`src/common/ern_defines.svh`:
```
// constants shared by the event routing network files
// assumes inclusion by bare name from any design file
`ifndef ERN_DEFINES_SVH
`define ERN_DEFINES_SVH

// selection code zero means "not connected"
`define ERN_SEL_NONE 0
// periodic ticks: first counter bit gives divide by 64, eight taps up to 8192
`define ERN_PIT_FIRST_TAP 5
`define ERN_PIT_TAP_COUNT 8
`define ERN_PIT_CNT_W 13
// synchroniser depth and the resulting delay window in cycles
`define ERN_SYNC_STAGES 2
`define ERN_SYNC_DELAY_MIN 2
`define ERN_SYNC_DELAY_MAX 3
// shortest level of a clocked level generator, in clock periods
`define ERN_MIN_LEVEL_CYCLES 2

`endif

```
`src/common/ern_pkg.sv`:
```
// types of the event routing network
// assumes nothing of its surroundings
package ern_pkg;

    // detection mode of a user input, one-hot
    typedef enum logic [2:0] {
        ERN_DET_RISE = 3'b001,
        ERN_DET_ANY = 3'b010,
        ERN_DET_HIGH = 3'b100
    } ern_det_mode_t;

endpackage : ern_pkg

```
`src/ern_event_router.sv`:
```
// event routing network: generator select per channel, sync and async subchannels,
// software events, per-user channel select and the timer and amplifier user inputs
// assumes all inputs are synchronous to sys_clk_in except asynchronous generators
// What this block does
// - each user picks one channel by own select
// - async users respond without any clock edge
// - async edge/level users carry own synchroniser
// - some async users take signal directly, undetected
// - periodic ticks divide prescaled clock 64..8192
// - logic block outputs routed as async levels
// - comparator outputs routed as async levels
// - zero-cross outputs routed as async levels
// - any pin selectable as async level event
// - baud and serial clocks: levels, two cycles min
// - timer overflow/underflow events are one-cycle pulses
// - timer compare events are one-cycle pulses
// - lookup table inputs take events undetected
// - pin outputs forward selected channel unaltered
// - count input: rise, any edge, or high
// - either timer input may steer count direction
// - restart input: rise, any edge, or high
// - capture input edge detected, single-shot async too
// - amplifier enable async edge, others synchronous
// - one generator per channel, none after reset
// - async generators synchronised, two to three cycles
// - software event inverts channel one cycle per cycle held
`timescale 1ns/100ps
`include "ern_defines.svh"

module ern_event_router #(
    parameter int NCH = 6,
    parameter int NGEN_EXT = 32,
    parameter int SELW = 8,
    parameter int CSW = 4,
    parameter int NUSER = 16,
    parameter int NPORT = 4,
    parameter logic [NGEN_EXT-1:0] GEN_ASYNC_MASK = '0,
    parameter logic [NGEN_EXT-1:0] GEN_PULSE_MASK = '0,
    parameter logic [NGEN_EXT-1:0] GEN_MIN2_MASK = '0
) (
    input wire logic sys_clk_in,
    input wire logic rst_in,
    input wire logic [NGEN_EXT-1:0] gen_event_in,
    input wire logic rtc_tick_in,
    output logic [`ERN_PIT_TAP_COUNT-1:0] periodic_tick_out,
    input wire logic [NCH*SELW-1:0] chan_sel_in,
    input wire logic [NCH-1:0] sw_event_in,
    input wire logic [NUSER*CSW-1:0] user_sel_in,
    output logic [NUSER-1:0] user_async_out,
    output logic [NUSER-1:0] user_sync_out,
    input wire logic [NPORT*CSW-1:0] event_pin_sel_in,
    output logic [NPORT-1:0] event_pin_output_out,
    input wire logic [CSW-1:0] count_sel_in,
    input wire ern_pkg::ern_det_mode_t count_mode_in,
    input wire logic count_dir_en_in,
    input wire logic [CSW-1:0] restart_sel_in,
    input wire ern_pkg::ern_det_mode_t restart_mode_in,
    input wire logic restart_dir_en_in,
    output logic count_step_out,
    output logic count_down_out,
    output logic restart_out,
    input wire logic [CSW-1:0] capture_sel_in,
    input wire logic capture_async_in,
    output logic capture_edge_out,
    input wire logic [CSW-1:0] amp_enable_sel_in,
    input wire logic [CSW-1:0] amp_disable_sel_in,
    input wire logic [CSW-1:0] amp_dump_sel_in,
    input wire logic [CSW-1:0] amp_drive_sel_in,
    output logic amp_enable_out,
    output logic amp_disable_out,
    output logic amp_dump_out,
    output logic amp_drive_out
);
    localparam int NGEN = NGEN_EXT + `ERN_PIT_TAP_COUNT;

    // select widths must reach every channel and generator
    generate
        if (NCH < 1 || NCH > (2 ** CSW) - 1 || NGEN > (2 ** SELW) - 1 || NPORT > NUSER) begin : g_bad_cfg
            $error("ern_event_router: select widths too narrow for channel or generator count");
        end
    endgenerate

    logic [NGEN-1:0] gen_all;
    logic [NGEN-1:0] gen_async_all;
    logic [NCH-1:0] chan_raw;
    logic [NCH-1:0] chan_is_async;
    logic [NCH-1:0] sy1;
    logic [NCH-1:0] sy2;
    logic [NCH-1:0] sw_pend;
    logic [NCH-1:0] chan_sync_pre;
    logic [NCH-1:0] chan_async;
    logic [NCH-1:0] chan_sync;

    // generator code g+1 selects generator g, code zero leaves channel off
    function automatic logic pick_gen(input logic [SELW-1:0] sel, input logic [NGEN-1:0] v);
        logic r;
        r = 1'b0;
        for (int i = 0; i < NGEN; i++) begin
            if (sel == SELW'(i + 1)) begin
                r = v[i];
            end
        end
        return r;
    endfunction : pick_gen

    // channel code n+1 selects channel n; zero or out of range reads inactive
    function automatic logic pick_chan(input logic [CSW-1:0] sel, input logic [NCH-1:0] v);
        logic r;
        r = 1'b0;
        for (int i = 0; i < NCH; i++) begin
            if (sel == CSW'(i + 1)) begin
                r = v[i];
            end
        end
        return r;
    endfunction : pick_chan

    // counter ticks are divided on sys_clk_in from the rtc_tick_in strobe, yet are treated as asynchronous
    ern_tick_divider u_ticks (
        .sys_clk_in(sys_clk_in),
        .rst_in(rst_in),
        .rtc_tick_in(rtc_tick_in),
        .periodic_tick_out(periodic_tick_out)
    );

    // pins, comparators, zero-cross and logic outputs arrive as plain async levels
    assign gen_all = {periodic_tick_out, gen_event_in};
    assign gen_async_all = {{`ERN_PIT_TAP_COUNT{1'b1}}, GEN_ASYNC_MASK};

    // generator multiplexer per channel
    generate
        for (genvar c = 0; c < NCH; c++) begin : g_chan
            assign chan_raw[c] = pick_gen(chan_sel_in[c*SELW +: SELW], gen_all);
            assign chan_is_async[c] = pick_gen(chan_sel_in[c*SELW +: SELW], gen_async_all);
        end
    endgenerate

    // two-stage synchroniser and software pulse; sy1 feeds sy2 only
    always_ff @(posedge sys_clk_in) begin
        if (rst_in) begin
            sy1 <= '0;
            sy2 <= '0;
            sw_pend <= '0;
        end else begin
            sy1 <= chan_raw;
            sy2 <= sy1;
            sw_pend <= sw_event_in;
        end
    end

    // sync subchannel: clocked generators pass straight, others via synchroniser;
    // an async pulse shorter than a cycle may be lost here
    assign chan_sync_pre = (chan_is_async & sy2) | (~chan_is_async & chan_raw);
    // software event flips the current level one cycle later, for as many cycles as sw_event_in was high
    assign chan_async = chan_raw ^ sw_pend;
    assign chan_sync = chan_sync_pre ^ sw_pend;

    // generic users and pin outputs; async path is pure logic, needs no clock
    generate
        for (genvar u = 0; u < NUSER; u++) begin : g_user
            assign user_async_out[u] = pick_chan(user_sel_in[u*CSW +: CSW], chan_async);
            assign user_sync_out[u] = pick_chan(user_sel_in[u*CSW +: CSW], chan_sync);
        end
        for (genvar p = 0; p < NPORT; p++) begin : g_pin
            assign event_pin_output_out[p] = pick_chan(event_pin_sel_in[p*CSW +: CSW], chan_async);
        end
    endgenerate

    logic count_lvl;
    logic restart_lvl;
    logic capture_sync_lvl;
    logic capture_async_lvl;
    logic amp_en_lvl;
    logic amp_dis_lvl;
    logic cap_sync_edge;
    logic cap_async_edge;
    logic count_lvl_seen;
    logic restart_lvl_seen;

    // timer and amplifier users read their selected channel
    assign count_lvl = pick_chan(count_sel_in, chan_sync);
    assign restart_lvl = pick_chan(restart_sel_in, chan_sync);
    assign capture_sync_lvl = pick_chan(capture_sel_in, chan_sync);
    assign capture_async_lvl = pick_chan(capture_sel_in, chan_async);
    assign amp_en_lvl = pick_chan(amp_enable_sel_in, chan_async);
    assign amp_dis_lvl = pick_chan(amp_disable_sel_in, chan_sync);

    // count input: rising, any edge or while high
    ern_event_detect #(.USE_SYNC(1'b0)) u_count (
        .sys_clk_in(sys_clk_in),
        .rst_in(rst_in),
        .ev_in(count_lvl),
        .mode_in(count_mode_in),
        .level_out(count_lvl_seen),
        .trig_out(count_step_out)
    );

    // restart input: same three choices
    ern_event_detect #(.USE_SYNC(1'b0)) u_restart (
        .sys_clk_in(sys_clk_in),
        .rst_in(rst_in),
        .ev_in(restart_lvl),
        .mode_in(restart_mode_in),
        .level_out(restart_lvl_seen),
        .trig_out(restart_out)
    );

    // capture: synchronous edge path, used while capture_async_in is low
    ern_event_detect #(.USE_SYNC(1'b0)) u_cap_sync (
        .sys_clk_in(sys_clk_in),
        .rst_in(rst_in),
        .ev_in(capture_sync_lvl),
        .mode_in(ern_pkg::ERN_DET_RISE),
        .level_out(),
        .trig_out(cap_sync_edge)
    );

    // capture: async single-shot carries its own synchroniser
    ern_event_detect #(.USE_SYNC(1'b1)) u_cap_async (
        .sys_clk_in(sys_clk_in),
        .rst_in(rst_in),
        .ev_in(capture_async_lvl),
        .mode_in(ern_pkg::ERN_DET_RISE),
        .level_out(),
        .trig_out(cap_async_edge)
    );

    assign capture_edge_out = capture_async_in ? cap_async_edge : cap_sync_edge;

    // amplifier enable accepts async edges through its own synchroniser
    ern_event_detect #(.USE_SYNC(1'b1)) u_amp_en (
        .sys_clk_in(sys_clk_in),
        .rst_in(rst_in),
        .ev_in(amp_en_lvl),
        .mode_in(ern_pkg::ERN_DET_RISE),
        .level_out(),
        .trig_out(amp_enable_out)
    );

    // amplifier disable is a synchronous edge
    ern_event_detect #(.USE_SYNC(1'b0)) u_amp_dis (
        .sys_clk_in(sys_clk_in),
        .rst_in(rst_in),
        .ev_in(amp_dis_lvl),
        .mode_in(ern_pkg::ERN_DET_RISE),
        .level_out(),
        .trig_out(amp_disable_out)
    );

    // direction and the two amplifier levels, registered
    always_ff @(posedge sys_clk_in) begin
        if (rst_in) begin
            count_down_out <= 1'b0;
            amp_dump_out <= 1'b0;
            amp_drive_out <= 1'b0;
        end else begin
            count_down_out <= (count_dir_en_in & count_lvl_seen) | (restart_dir_en_in & restart_lvl_seen);
            amp_dump_out <= pick_chan(amp_dump_sel_in, chan_sync);
            amp_drive_out <= pick_chan(amp_drive_sel_in, chan_sync);
        end
    end

    // checks on the routing fabric
    property p_user_off;
        @(posedge sys_clk_in) disable iff (rst_in)
        (user_sel_in[NUSER*CSW-1 -: CSW] == CSW'(`ERN_SEL_NONE)) |->
            (!user_async_out[NUSER-1] && !user_sync_out[NUSER-1]);
    endproperty
    a_user_off: assert property (p_user_off) else $error("unselected user saw an active event");

    property p_chan_off;
        @(posedge sys_clk_in) disable iff (rst_in)
        (chan_sel_in[SELW-1:0] == SELW'(`ERN_SEL_NONE)) && !sw_pend[0] |-> !chan_async[0] && !chan_sync[0];
    endproperty
    a_chan_off: assert property (p_chan_off) else $error("channel 0 active with no generator");

    property p_sw_invert;
        @(posedge sys_clk_in) disable iff (rst_in)
        sw_event_in[0] |=> (chan_async[0] != chan_raw[0]) ##1 (sw_event_in[0] || chan_async[0] == chan_raw[0]);
    endproperty
    a_sw_invert: assert property (p_sw_invert) else $error("software event did not invert for one cycle");

    property p_sync_delay;
        @(posedge sys_clk_in) disable iff (rst_in)
        chan_is_async[0] && $rose(chan_raw[0]) && $stable(chan_sel_in[SELW-1:0])
            ##1 chan_raw[0] && $stable(chan_sel_in[SELW-1:0])
            ##1 $stable(chan_sel_in[SELW-1:0]) |-> chan_sync_pre[0] && $past(!chan_sync_pre[0]);
    endproperty
    a_sync_delay: assert property (p_sync_delay) else $error("async generator not synchronised in two cycles");

    property p_sync_direct;
        @(posedge sys_clk_in) disable iff (rst_in)
        !chan_is_async[0] |-> chan_sync_pre[0] == chan_raw[0];
    endproperty
    a_sync_direct: assert property (p_sync_direct) else $error("clocked generator delayed on sync subchannel");

    property p_count_rise;
        @(posedge sys_clk_in) disable iff (rst_in)
        count_mode_in == ern_pkg::ERN_DET_RISE && $rose(count_lvl) |=> count_step_out ##1 !count_step_out;
    endproperty
    a_count_rise: assert property (p_count_rise) else $error("count step missing after rising event");

    property p_restart_any;
        @(posedge sys_clk_in) disable iff (rst_in)
        restart_mode_in == ern_pkg::ERN_DET_ANY && $changed(restart_lvl) |=> restart_out;
    endproperty
    a_restart_any: assert property (p_restart_any) else $error("restart missed an event edge");

    property p_count_dir;
        @(posedge sys_clk_in) disable iff (rst_in)
        count_dir_en_in && count_lvl |=> count_down_out;
    endproperty
    a_count_dir: assert property (p_count_dir) else $error("count direction ignored event level");

    property p_amp_enable;
        @(posedge sys_clk_in) disable iff (rst_in)
        $rose(amp_en_lvl) ##1 amp_en_lvl ##1 amp_en_lvl |=> amp_enable_out;
    endproperty
    a_amp_enable: assert property (p_amp_enable) else $error("amplifier enable edge lost in synchroniser");

    property p_capture;
        @(posedge sys_clk_in) disable iff (rst_in)
        !capture_async_in && $rose(capture_sync_lvl) ##1 !capture_async_in |-> capture_edge_out;
    endproperty
    a_capture: assert property (p_capture) else $error("capture edge not reported");

    // clocked generator checks: pulses last one cycle, clock levels at least two
    generate
        for (genvar g = 0; g < NGEN_EXT; g++) begin : g_gen_chk
            if (GEN_PULSE_MASK[g]) begin : g_pulse
                property p_gen_pulse;
                    @(posedge sys_clk_in) disable iff (rst_in)
                    $rose(gen_event_in[g]) |=> !gen_event_in[g];
                endproperty
                a_gen_pulse: assert property (p_gen_pulse) else $error("timer pulse event wider than a cycle");
            end
            if (GEN_MIN2_MASK[g]) begin : g_min2
                property p_gen_min2;
                    @(posedge sys_clk_in) disable iff (rst_in)
                    $changed(gen_event_in[g]) |=> $stable(gen_event_in[g]);
                endproperty
                a_gen_min2: assert property (p_gen_min2) else $error("clock level event shorter than two cycles");
            end
        end
    endgenerate

endmodule : ern_event_router

```
`src/ern_event_detect.sv`:
```
// edge or level detector for one event user input
// assumes ev_in is synchronous unless USE_SYNC is set
`timescale 1ns/100ps
`include "ern_defines.svh"

module ern_event_detect #(
    parameter bit USE_SYNC = 1'b0
) (
    input wire logic sys_clk_in,
    input wire logic rst_in,
    input wire logic ev_in,
    input wire ern_pkg::ern_det_mode_t mode_in,
    output logic level_out,
    output logic trig_out
);
    logic ev;
    logic prev;
    logic next_trig;

    // optional own synchroniser for users that accept asynchronous events
    generate
        if (USE_SYNC) begin : g_sync
            logic [`ERN_SYNC_STAGES-1:0] sy;
            always_ff @(posedge sys_clk_in) begin
                if (rst_in) begin
                    sy <= '0;
                end else begin
                    sy <= {sy[`ERN_SYNC_STAGES-2:0], ev_in};
                end
            end
            assign ev = sy[`ERN_SYNC_STAGES-1];
        end else begin : g_direct
            assign ev = ev_in;
        end
    endgenerate

    // mode decode; an unknown code never triggers
    always_comb begin
        case (mode_in)
            ern_pkg::ERN_DET_RISE: next_trig = ev & ~prev;
            ern_pkg::ERN_DET_ANY: next_trig = ev ^ prev;
            ern_pkg::ERN_DET_HIGH: next_trig = ev;
            default: next_trig = 1'b0;
        endcase
    end

    // registered so the user sees a clean pulse, one cycle in the edge modes, held while high in ERN_DET_HIGH
    always_ff @(posedge sys_clk_in) begin
        if (rst_in) begin
            prev <= 1'b0;
            trig_out <= 1'b0;
        end else begin
            prev <= ev;
            trig_out <= next_trig;
        end
    end

    assign level_out = ev;

endmodule : ern_event_detect

```
`src/ern_tick_divider.sv`:
```
// periodic tick generator: square waves of the prescaled tick divided by powers of two
// assumes rtc_tick_in is a one-cycle strobe per prescaled counter clock
`timescale 1ns/100ps
`include "ern_defines.svh"

module ern_tick_divider (
    input wire logic sys_clk_in,
    input wire logic rst_in,
    input wire logic rtc_tick_in,
    output logic [`ERN_PIT_TAP_COUNT-1:0] periodic_tick_out
);
    logic [`ERN_PIT_CNT_W-1:0] cnt;

    // free running count; bit k toggles every 2**k ticks
    always_ff @(posedge sys_clk_in) begin
        if (rst_in) begin
            cnt <= '0;
        end else if (rtc_tick_in) begin
            cnt <= cnt + `ERN_PIT_CNT_W'(1);
        end
    end

    // bit 0 is divide by 64, bit 7 divide by 8192
    assign periodic_tick_out = cnt[`ERN_PIT_CNT_W-1:`ERN_PIT_FIRST_TAP];

    property p_pit_tap;
        @(posedge sys_clk_in) disable iff (rst_in)
        $changed(periodic_tick_out[0]) |-> $past(rtc_tick_in && cnt[4:0] == 5'h1f);
    endproperty
    a_pit_tap: assert property (p_pit_tap) else $error("divide-by-64 tap toggled off its count");

endmodule : ern_tick_divider

```
`config.mk`:
```
export PLATFORM = sky130hd
export DESIGN_NAME = ern_event_router
export DESIGN_NICKNAME = d
export VERILOG_FILES = /design/src/common/ern_pkg.sv /design/src/ern_event_router.sv /design/src/ern_event_detect.sv /design/src/ern_tick_divider.sv
export VERILOG_INCLUDE_DIRS = /design/src /design/src/common
export SDC_FILE = /design/constraint.sdc
export NUM_CORES = 1
export LEC_CHECK = 0
export BUFFER_PORTS_ARGS = -buffer_cell sky130_fd_sc_hd__buf_2
export CAP_MARGIN = 25
export CORE_MARGIN = 3
export CORE_UTILIZATION = 47
export CTS_BUF_LIST = sky130_fd_sc_hd__clkbuf_8
export DETAILED_ROUTE_END_ITERATION = 10
export PLACE_DENSITY_LB_ADDON = 0.12
export SETUP_SLACK_MARGIN = 0.5
export SLEW_MARGIN = 20
export SYNTH_ARGS = -nofsm -noshare
export SYNTH_HDL_FRONTEND = slang
export SYNTH_SLANG_ARGS = --single-unit
```
`constraint.sdc`:
```
create_clock -name sys_clk_in -period 19.6 [get_ports sys_clk_in]
set_clock_uncertainty 0.1 [all_clocks]
set_input_delay 5.88 -clock sys_clk_in [delete_from_list [all_inputs] [get_ports sys_clk_in]]
set_output_delay 5.88 -clock sys_clk_in [all_outputs]
set_load 0.005 [all_outputs]
```
Word level (Yosys, flattened, before mapping)
Cells that the tools add are included.
Storage, ports and cells
  register bits after elaboration: 50
  bits in latches: 0
  memory bits (writable): 0
  ROM bits: 0
  bits of input ports: 206
  output and inout port bits: 52
  word-level logic and storage cells: 1008
  memories kept: 0
Operators by class
  add/subtract/negate cells: 1
  multiply operators: 0
  divide/modulo/power cells: 0
  $lt $le $gt $ge: 0
  equal/unequal tests: 408
  shift-type cells: 0
  muxes and demuxes: 555
  bitwise operators: 23
  reduce and logical (&&, ||, !) cells: 0
Operator list (number)
  == test 8 x 5 -> 1 bit (second input constant): 96
  two-way mux 1 bit: 553
  == test 8 x 6 -> 1 bit (second input constant): 54
  == test 8 x 4 -> 1 bit (second input constant): 48
  == test 4 x 3 -> 1 bit (second input constant): 81
  == test 4 x 2 -> 1 bit (second input constant): 54
  == test 8 x 3 -> 1 bit (second input constant): 24
  == test 4 x 1 -> 1 bit (second input constant): 27
  == test 8 x 2 -> 1 bit (second input constant): 12
  == test 8 x 1 -> 1 bit (second input constant): 6
  adder 13 x 1 -> 13 bit (second input constant): 1
  AND 6 bit: 2
  bitwise XOR 6 bit: 2
  AND 1 bit: 8
  == test 3 x 1 -> 1 bit (second input constant): 2
  == test 3 x 2 -> 1 bit (second input constant): 2
  == test 3 bit (second input constant): 2
  NOT 1 bit: 6
  NOT 6 bit: 1
  OR 6 bit: 1
  case mux 1 bit (3 select lines): 2
  bitwise XOR 1 bit: 2
  OR 1 bit: 1

Longest topological paths before layout
Gate-level depths: netlist (run 1).
  word-level depth: 52
  depth in mapped cells: 19
  gate-level depth less buffers: 16

By module
From an unflattened synthesis (run 1), not the netlist that was laid out.
Unflattened totals
  cells, all modules: 1359
  area total of the unflattened synthesis: 9601.7 um^2
By module, submodules not included
  ern_event_router: times used 1, cells each 1209, area an instance 8212.9 um^2, seq. area each 420.4 um^2
  ern_tick_divider: times used 1, cells each 72, area an instance 645.6 um^2, seq. area each 260.2 um^2
  ern_event_detect (u_amp_dis ...): times used 4, cells each 12, area an instance 108.9 um^2, seq. area each 40.0 um^2
  ern_event_detect (u_amp_en ...): times used 2, cells each 15, area an instance 153.9 um^2, seq. area each 80.1 um^2

Worst setup path before layout (run 1)
No wires, ideal clock.
  kind: input port to output port
  start point: input chan_sel_in[32]
  end point: output event_pin_output_out[0]
  arrival time: 8.441 ns
  required time: 13.620 ns
  path slack: 5.179 ns
  stages on the path: 13
  path buffers: 2
  path through: buf_2 > mux4_2 > mux2_2 > a21oi_1 > o22ai_1 > nor3b_1 > a2111oi_4 > nand2_1 > clkbuf_1 > mux2_2 > nor2_1 > a31oi_1 > a211oi_1
On the way
  longest elaborated chain between the ends: 44
  elaborated cells between the ends (all ways): 83
  those cells by class: eq/ne (40); mux (42); bitwise (1)
RTL lines
  start, declared: RTL line ern_event_router.sv:46  | input wire logic [NCH*SELW-1:0] chan_sel_in,
  == test 8 x 1 -> 1 bit
  two-way mux 1 bit (39 in a row): RTL line ern_event_router.sv:99  | if (sel == SELW'(i + 1)) begin
  two-way mux 1 bit (*): RTL line ern_event_router.sv:99
  bitwise XOR 6 bit (*): RTL line ern_event_router.sv:155  | assign chan_async = chan_raw ^ sw_pend;
  two-way mux 1 bit (*) (2 in a row): RTL line ern_event_router.sv:111  | if (sel == CSW'(i + 1)) begin
  end, declared: RTL line ern_event_router.sv:52  | output logic [NPORT-1:0] event_pin_output_out,
Every way passes the cells marked *; elsewhere a longest branch is shown, timed or not.

Worst setup path in the final report (run 1)
  start point: input chan_sel_in[32]
  end point: output user_async_out[5]
On the way
  longest elaborated chain between the ends: 44
  elaborated cells between the ends (all ways): 83
  those cells by class: eq/ne (40); mux (42); bitwise (1)
RTL lines
  == test 8 x 1 -> 1 bit
  two-way mux 1 bit (39 in a row): RTL line ern_event_router.sv:99
  two-way mux 1 bit (*): RTL line ern_event_router.sv:99
  bitwise XOR 6 bit (*): RTL line ern_event_router.sv:155
  two-way mux 1 bit (*) (2 in a row): RTL line ern_event_router.sv:111
  end, declared: RTL line ern_event_router.sv:49  | output logic [NUSER-1:0] user_async_out,
Marks and branches as above.

==> flow_metrics.tcl, run 1 <==
set metrics [dict create \
    ys_seq_area_share_pct 11.5 \
    synth_compound_area_share_pct 33.6 \
    cts_max_path_buffers 2 \
    synth_edf_count 0 \
    num_rows 49 \
    grt_pass1_wl_um 49500 \
    peakVddDrop_uv 48.7 \
    synth_mux_area_share_pct 14.8 \
    drt_iter0_markers 1175 \
    place_area_um2 9870 \
    required_ps 13620 \
    syn_avg_cell_area_um2 7.08 \
    drc 0 \
    cp_num_buf_inv 2 \
    path_clk_slew_ps 100 \
    p_total_mw 0.365 \
    p_sw_mw 0.156 \
    startpoint "chan_sel_in[32]" \
    chipHeight_um 142 \
    cp-start-kind "input port" \
    post-route-period-util_pct 79.1 \
    wl_per_cell_um 20.0 \
    ys_types 98 \
    power_density_nw_per_um2 36.5 \
    combPwrFrac_pct 53.1 \
    syn-instance-count 1231 \
    place_congestion 1.03 \
    clk_latency_ps 330 \
    cts_buffers 5 \
    nNetsFinal 1607 \
    p_sw_share_pct 42.8 \
    synth_xor_area_share_pct 2.11 \
    detail-route-antenna-nets 0 \
    rr_startpoint "u_ticks.cnt[6]" \
    numClockSinks 50 \
    drv_slew 0 \
    critPathMaxStageDelay_ps 560 \
    drtPass1Iterations 6 \
    max-slew-margin-rel_pct 33.7 \
    synth-seq-cells 50 \
    via_count 10561 \
    min_path_type "reg2reg" \
    final-hold-violation-count 0 \
    final-setup-viol-count 0 \
    async_reset_ff_share_pct 0 \
    synth_area_um2 8710 \
    cts_tree "yes" \
    clock.fmax_mhz 64.5 \
    worstPathArrival_ps 9520 \
    critPathKind "in2out" \
    port_buffers 257 \
    p_leak_nw 4.02 \
    slowest_stage "mux4_2" \
    status "finished clean" \
    placeableCoreArea_um2 18100 \
    internal-power_mw 0.209 \
    synth_nets 1440 \
    min-delay-start "u_cap_async.prev" \
    seqPwrFrac_pct 29.3 \
    r2r_slack_ps 15850 \
    cts_max_level 2 \
    post-place-ws_ps 4090 \
    drt_wl_total_um 32600 \
    synth_top_family_by_area "compound AO/OA/AOI/OAI gates" \
    initial_core_util_pct 48.2 \
    crit_family "multiplexers" \
    yosysWarnings 0 \
    setup_tns_ps 0 \
    rsz0062_at_grt "false" \
    path_cells "buf_2 -> mux4_2 -> mux2_2 -> a21oi_1 -> o22ai_1 -> nor3b_1 -> a2111oi_4 -> nand2_1 -> mux2_2 -> nor2_1 -> a31oi_1 -> a211oi_1 -> buf_2" \
    synth_simple_gate_area_share_pct 29.3 \
    cts_resized 0 \
    synth-adder-area-share_pct 0.431 \
    globalRouteTotalUtil_pct 30.2 \
    die_area_um2 20200 \
    worst_slew_pin_slew_ps 979 \
    ioPinCount 258 \
    period_minus_slack_ps 15500 \
    grt_pass1_vias 9298 \
    viasPerCell 6.48 \
    cts.hold.buffers_added 0 \
    postCtsSetupRepairBufs 0 \
    clockPowerShare_pct 17.6 \
    die_w_um 142 \
    drv_cap 0 \
    fin_area_um2 9990 \
    root_buffer "clkbuf_8" \
    grt.overflow.total 0 \
    crit_path_end_kind "output pin" \
    place_hpwl_um 22800 \
    area_delta_synth_final_pct 14.7 \
    path_max_fanout 24 \
    synth_top_flop_cell "dfxtp_1" \
    drive_gt1_share_pct 26.5 \
    fin_util_pct 55.3 \
    grt_max_degree 47 \
    fin_ws_ps 4100 \
    antenna_found_initial 3 \
]
==> cells in the mapped netlist (11+ instances only) <==
cell type / count / area share, %
o21ai_0: 101 / 5.8
nor2_1: 100 / 4.3
nand2_1: 98 / 4.2
a21oi_1: 67 / 3.8
mux2i_1: 53 / 6.1
clkbuf_1: 50 / 2.2
dfxtp_1: 50 / 11
mux2_2: 50 / 6.5
nor2b_1: 46 / 3.3
inv_1: 44 / 1.9
a211oi_1: 37 / 3.2
nand3_1: 33 / 1.9
a31oi_1: 32 / 2.3
nor3_1: 31 / 1.8
nand2b_1: 30 / 2.2
a221oi_1: 26 / 2.6
buf_2: 26 / 1.5
nor3b_1: 19 / 1.6
buf_4: 15 / 1.3
o211ai_1: 14 / 1.2
o22ai_1: 12 / 0.86
and2_1: 11 / 0.79
nand4_1: 11 / 0.79
xor2_1: 11 / 1.1
==> routing by layer <==
| layer | vias to the layer above | routed length (µm) | global-route usage, % |
|---|---|---|---|
| li1 | 5021 | - | - |
| met1 | 4912 | 13900 | 43.6 |
| met2 | 546 | 14100 | 44.4 |
| met3 | 78 | 3620 | 7.29 |
| met4 | 4 | 915 | 8.84 |
| met5 | - | 19 | 0 |
==> registers in the layout, indices dropped and copies added, names as in the netlist <==
register,flops
u_ticks.cnt,13
sw_pend,6
sy1,6
sy2,6
u_amp_en.g_sync.sy,2
u_cap_async.g_sync.sy,2
amp_drive_out,1
amp_dump_out,1
count_down_out,1
u_amp_dis.prev,1
u_amp_dis.trig_out,1
u_amp_en.prev,1
u_amp_en.trig_out,1
u_cap_async.prev,1
u_cap_async.trig_out,1
u_cap_sync.prev,1
u_cap_sync.trig_out,1
u_count.prev,1
u_count.trig_out,1
u_restart.prev,1
u_restart.trig_out,1
==> worst register-to-register path, cell delays in order (launching register included) <==
cell and delay [ps]:
dfxtp_1 470, inv_1 250, o21ai_0 130, a2111o_1 420
o21ai_1 380, nor3_1 90, a41oi_1 350, nand2_1 560
mux2_2 490, a311oi_1 260, nand3_1 110, nor2_1 90
==> final cells by class <==
| type | instances | area [µm²] |
|---|---|---|
| fillers | 1796 | 8090 |
| multi-input cells | 1028 | 7070 |
| repair buffers | 266 | 1370 |
| flip-flops and latches | 50 | 1000 |
| well taps | 229 | 287 |
| inverters | 47 | 176 |
| clock buffers | 5 | 68.8 |
| clock inverters | 2 | 13.8 |
| diodes | 4 | 10.0 |
==> power by group through the flow <==
stage | sequential [mW] | combinational (mW) | clock [mW]
final | 0.107 | 0.194 | 0.0643
after CTS | 0.107 | 0.189 | 0.0660
after detailed placement | 0.109 | 0.188 | 0
after global routing | 0.107 | 0.212 | 0.0711
after floorplan | 0.109 | 0.120 | 0
after global placement | 0.109 | 0.186 | 0
==> cell families after synthesis <==
family	count (synthesis)
and+or+nand+nor	468
AOI/OAI and AO/OA	424
buffers and inverters	153
muxes	112
DFF	50
xor gates and xnor gates	21
adders and majority gates	3
==> cells in the final DEF, fill, tap and decap left out, drive strengths merged, types with 9 or more instances in the layout <==
cell    Yosys  routed
nand2      98      98
nor2b      46      46
nand3b     10      10
a31oi      32      32
a221oi     26      26
and2       12      12
nor4       13      13
nor2      101     101
mux2i      53      53
nor3b      19      19
xnor2      10      10
a22oi       9       9
a21oi      67      67
xor2       11      11
nor3       32      32
nand4      11      11
nand2b     30      30
o211ai     14      14
or3         9       9
a211oi     37      37
o22ai      12      12
inv        46      47
buf        54     266
dfxtp      50      50
nand3      33      33
mux2       51      51
o21ai     107     107
==> path summary, 6_finish.rpt <==
kind	end	cells after the start
worst max register to register	u_amp_en.g_sync.sy[0]	11
worst max-delay path	user_async_out[5]	13
worst min-delay path	u_cap_async.trig_out	1
worst min register to register	u_cap_async.trig_out	1
==> metrics by stage <==
step                instances  hold WS (ps)
finish                   1631           292
CTS                      1625           294
global route             1628           303
detailed placement       1618           275
floorplan                1231           267
global placement         1617           281
Power figures use the tool's default switching activity.
==> inputs of run 2 (changes only) <==
clock period = 13.95 ns   (was 19.6 ns; I/O delays follow)
==> run 2 against run 1 <==
  * Critical endpoint is now user_async_out[14]
  * Global-route usage decreased by 0.63 points
  * Cell count fell by 0.12%
  * Largest power group unchanged
  * Setup slack worse by 2200 ps
  * Die area is the same
  * Clock-buffer cell count stayed put
  * Cell area up 0.28%
==> flow_metrics.tcl, run 2 (synthesis gave the netlist of run 1 again) <==
set metrics [dict create \
    nNetsFinal 1607 \
    antenna_found_initial 2 \
    required_ps 9660 \
    drc 0 \
    grt.overflow.total 0 \
    die_area_um2 20200 \
    initial_core_util_pct 48.2 \
    path_max_fanout 24 \
    peakVddDrop_uv 46.2 \
    cts_buffers 5 \
    chipHeight_um 142 \
    numClockSinks 50 \
    cts_resized 0 \
    place_hpwl_um 22900 \
    via_count 10455 \
    wl_per_cell_um 19.6 \
    port_buffers 257 \
    cts.hold.buffers_added 0 \
    path_clk_slew_ps 110 \
    num_rows 49 \
    clockPowerShare_pct 21.0 \
    power_density_nw_per_um2 53.1 \
    drtPass1Iterations 5 \
    ioPinCount 258 \
    final_cell_mix "buf_2, o21ai_0, nor2_1" \
    fin_ws_ps 1850 \
    final_cells 1629 \
    drv_cap 0 \
    min_path_type "reg2reg" \
    die_w_um 142 \
    combPwrFrac_pct 50.7 \
    max-slew-margin-rel_pct 36.2 \
    drt_iter0_markers 1155 \
    path_cells "buf_2 -> mux4_2 -> mux2_2 -> a21oi_1 -> o22ai_1 -> nor3b_1 -> a2111oi_4 -> nand2_1 -> mux2_2 -> nor2_1 -> a31oi_1 -> a211oi_1 -> buf_2" \
    globalRouteTotalUtil_pct 29.6 \
    final_common_cell "buf_2" \
    p_sw_mw 0.219 \
    placeableCoreArea_um2 18100 \
    cts_tree "yes" \
    cts_max_level 2 \
    final-hold-violation-count 0 \
    p_sw_share_pct 41.2 \
    post-route-period-util_pct 86.7 \
    dp_cells 1619 \
    largest_reg_flops 13 \
    crit_path_end_kind "output pin" \
    seqPwrFrac_pct 28.3 \
    internal-power_mw 0.312 \
    post-place-ws_ps 1770 \
    slowest_stage "nand2_1" \
    area_delta_synth_final_pct 15.1 \
    clk_latency_ps 310 \
    drive_gt1_share_pct 26.5 \
    drv_slew 0 \
    worst_slew_pin_slew_ps 942 \
    postCtsSetupRepairBufs 0 \
    root_buffer "clkbuf_8" \
    rsz0062_at_grt "false" \
    grt_max_degree 47 \
    drt_wl_total_um 31900 \
    status "finished clean" \
    max_flop_register "u_ticks.cnt" \
    cp-start-kind "input port" \
    grt_pass1_wl_um 49000 \
    critPathMaxStageDelay_ps 560 \
    clock.fmax_mhz 82.7 \
    critPathKind "in2out" \
    worstPathArrival_ps 7810 \
    setup_tns_ps 0 \
    n_fill_cell 1794 \
    cts_max_path_buffers 2 \
    viasPerCell 6.42 \
    grt_pass1_vias 9108 \
    p_leak_nw 4.03 \
    detail-route-antenna-nets 0 \
    period_minus_slack_ps 12100 \
    final-setup-viol-count 0 \
    place_congestion 0.983 \
]
[run 2: cell types whose count changed in the layout (fill, tap and decap cells not counted)]
| cell | change |
|---|---|
| diode_2 | -3 |
| bufinv_16 | +1 |
| xor2_2 | -1 |
| inv_8 | +1 |
| xor2_4 | +1 |
| inv_6 | -1 |
| clkinvlp_4 | +1 |
| buf_4 | +1 |
| buf_6 | +1 |
| clkinv_2 | -1 |
| buf_8 | -2 |
[run 2: path summary, 6_finish.rpt]
check                  startpoint               endpoint  slack [ps]  cells past startpoint
hold / removal      u_amp_en.prev      u_amp_en.trig_out         280                      1
hold reg to reg     u_amp_en.prev      u_amp_en.trig_out         280                      1
setup / recovery  chan_sel_in[32]     user_async_out[14]        1850                     13
setup reg to reg   u_ticks.cnt[6]  u_amp_en.g_sync.sy[0]       10240                     11
[run 2: through the flow]
stage	cell area (µm²)	total power [mW]	hold slack, ps	utilization [%]
after detailed placement	9880	0.418	280	54.6
after floorplan	8710	0.321	267	-
after global routing	10000	0.567	299	55.4
final	10000	0.532	282	55.4
after global placement	9870	0.414	271	54.6
after CTS	10000	0.528	289	55.3
[run 2: area by class of cell]
| cell class | instances | area [µm²] | area share [%] |
|---|---|---|---|
| timing repair buffer | 266 | 1360 | 13.6 |
| tap | 229 | 287 | 2.86 |
| inverter | 47 | 176 | 1.76 |
| sequential | 50 | 1000 | 9.99 |
| clock inverter | 3 | 48.8 | 0.487 |
| clock buffer | 5 | 68.8 | 0.687 |
| multi-input combinational | 1028 | 7080 | 70.6 |
| antenna | 1 | 2.50 | 0.0250 |
[run 2: metal layers]
layer | wire (µm) | track usage, % | vias up
li1 | - | - | 5031
met1 | 13600 | 43.3 | 4844
met2 | 13900 | 44.0 | 512
met3 | 3480 | 5.51 | 64
met4 | 939 | 8.64 | 4
met5 | 17 | 0 | -
[run 2: critical path, delay by kind of cell]
kind / cells / cell delay (ps)
multiplexers: 3 / 1310
AND/OR/NAND/NOR: 3 / 850
AO/OA/AOI/OAI: 5 / 940
buffers and inverters: 2 / 520
[run 2: power groups by stage]
stage	clock (mW)	sequential, mW	combinational [mW]
4_1_cts	0.113	0.150	0.265
6_report	0.111	0.150	0.270
5_1_grt	0.119	0.151	0.296
3_5_place_dp	0	0.154	0.264
3_3_place_gp	0	0.154	0.261
2_1_floorplan	0	0.153	0.168
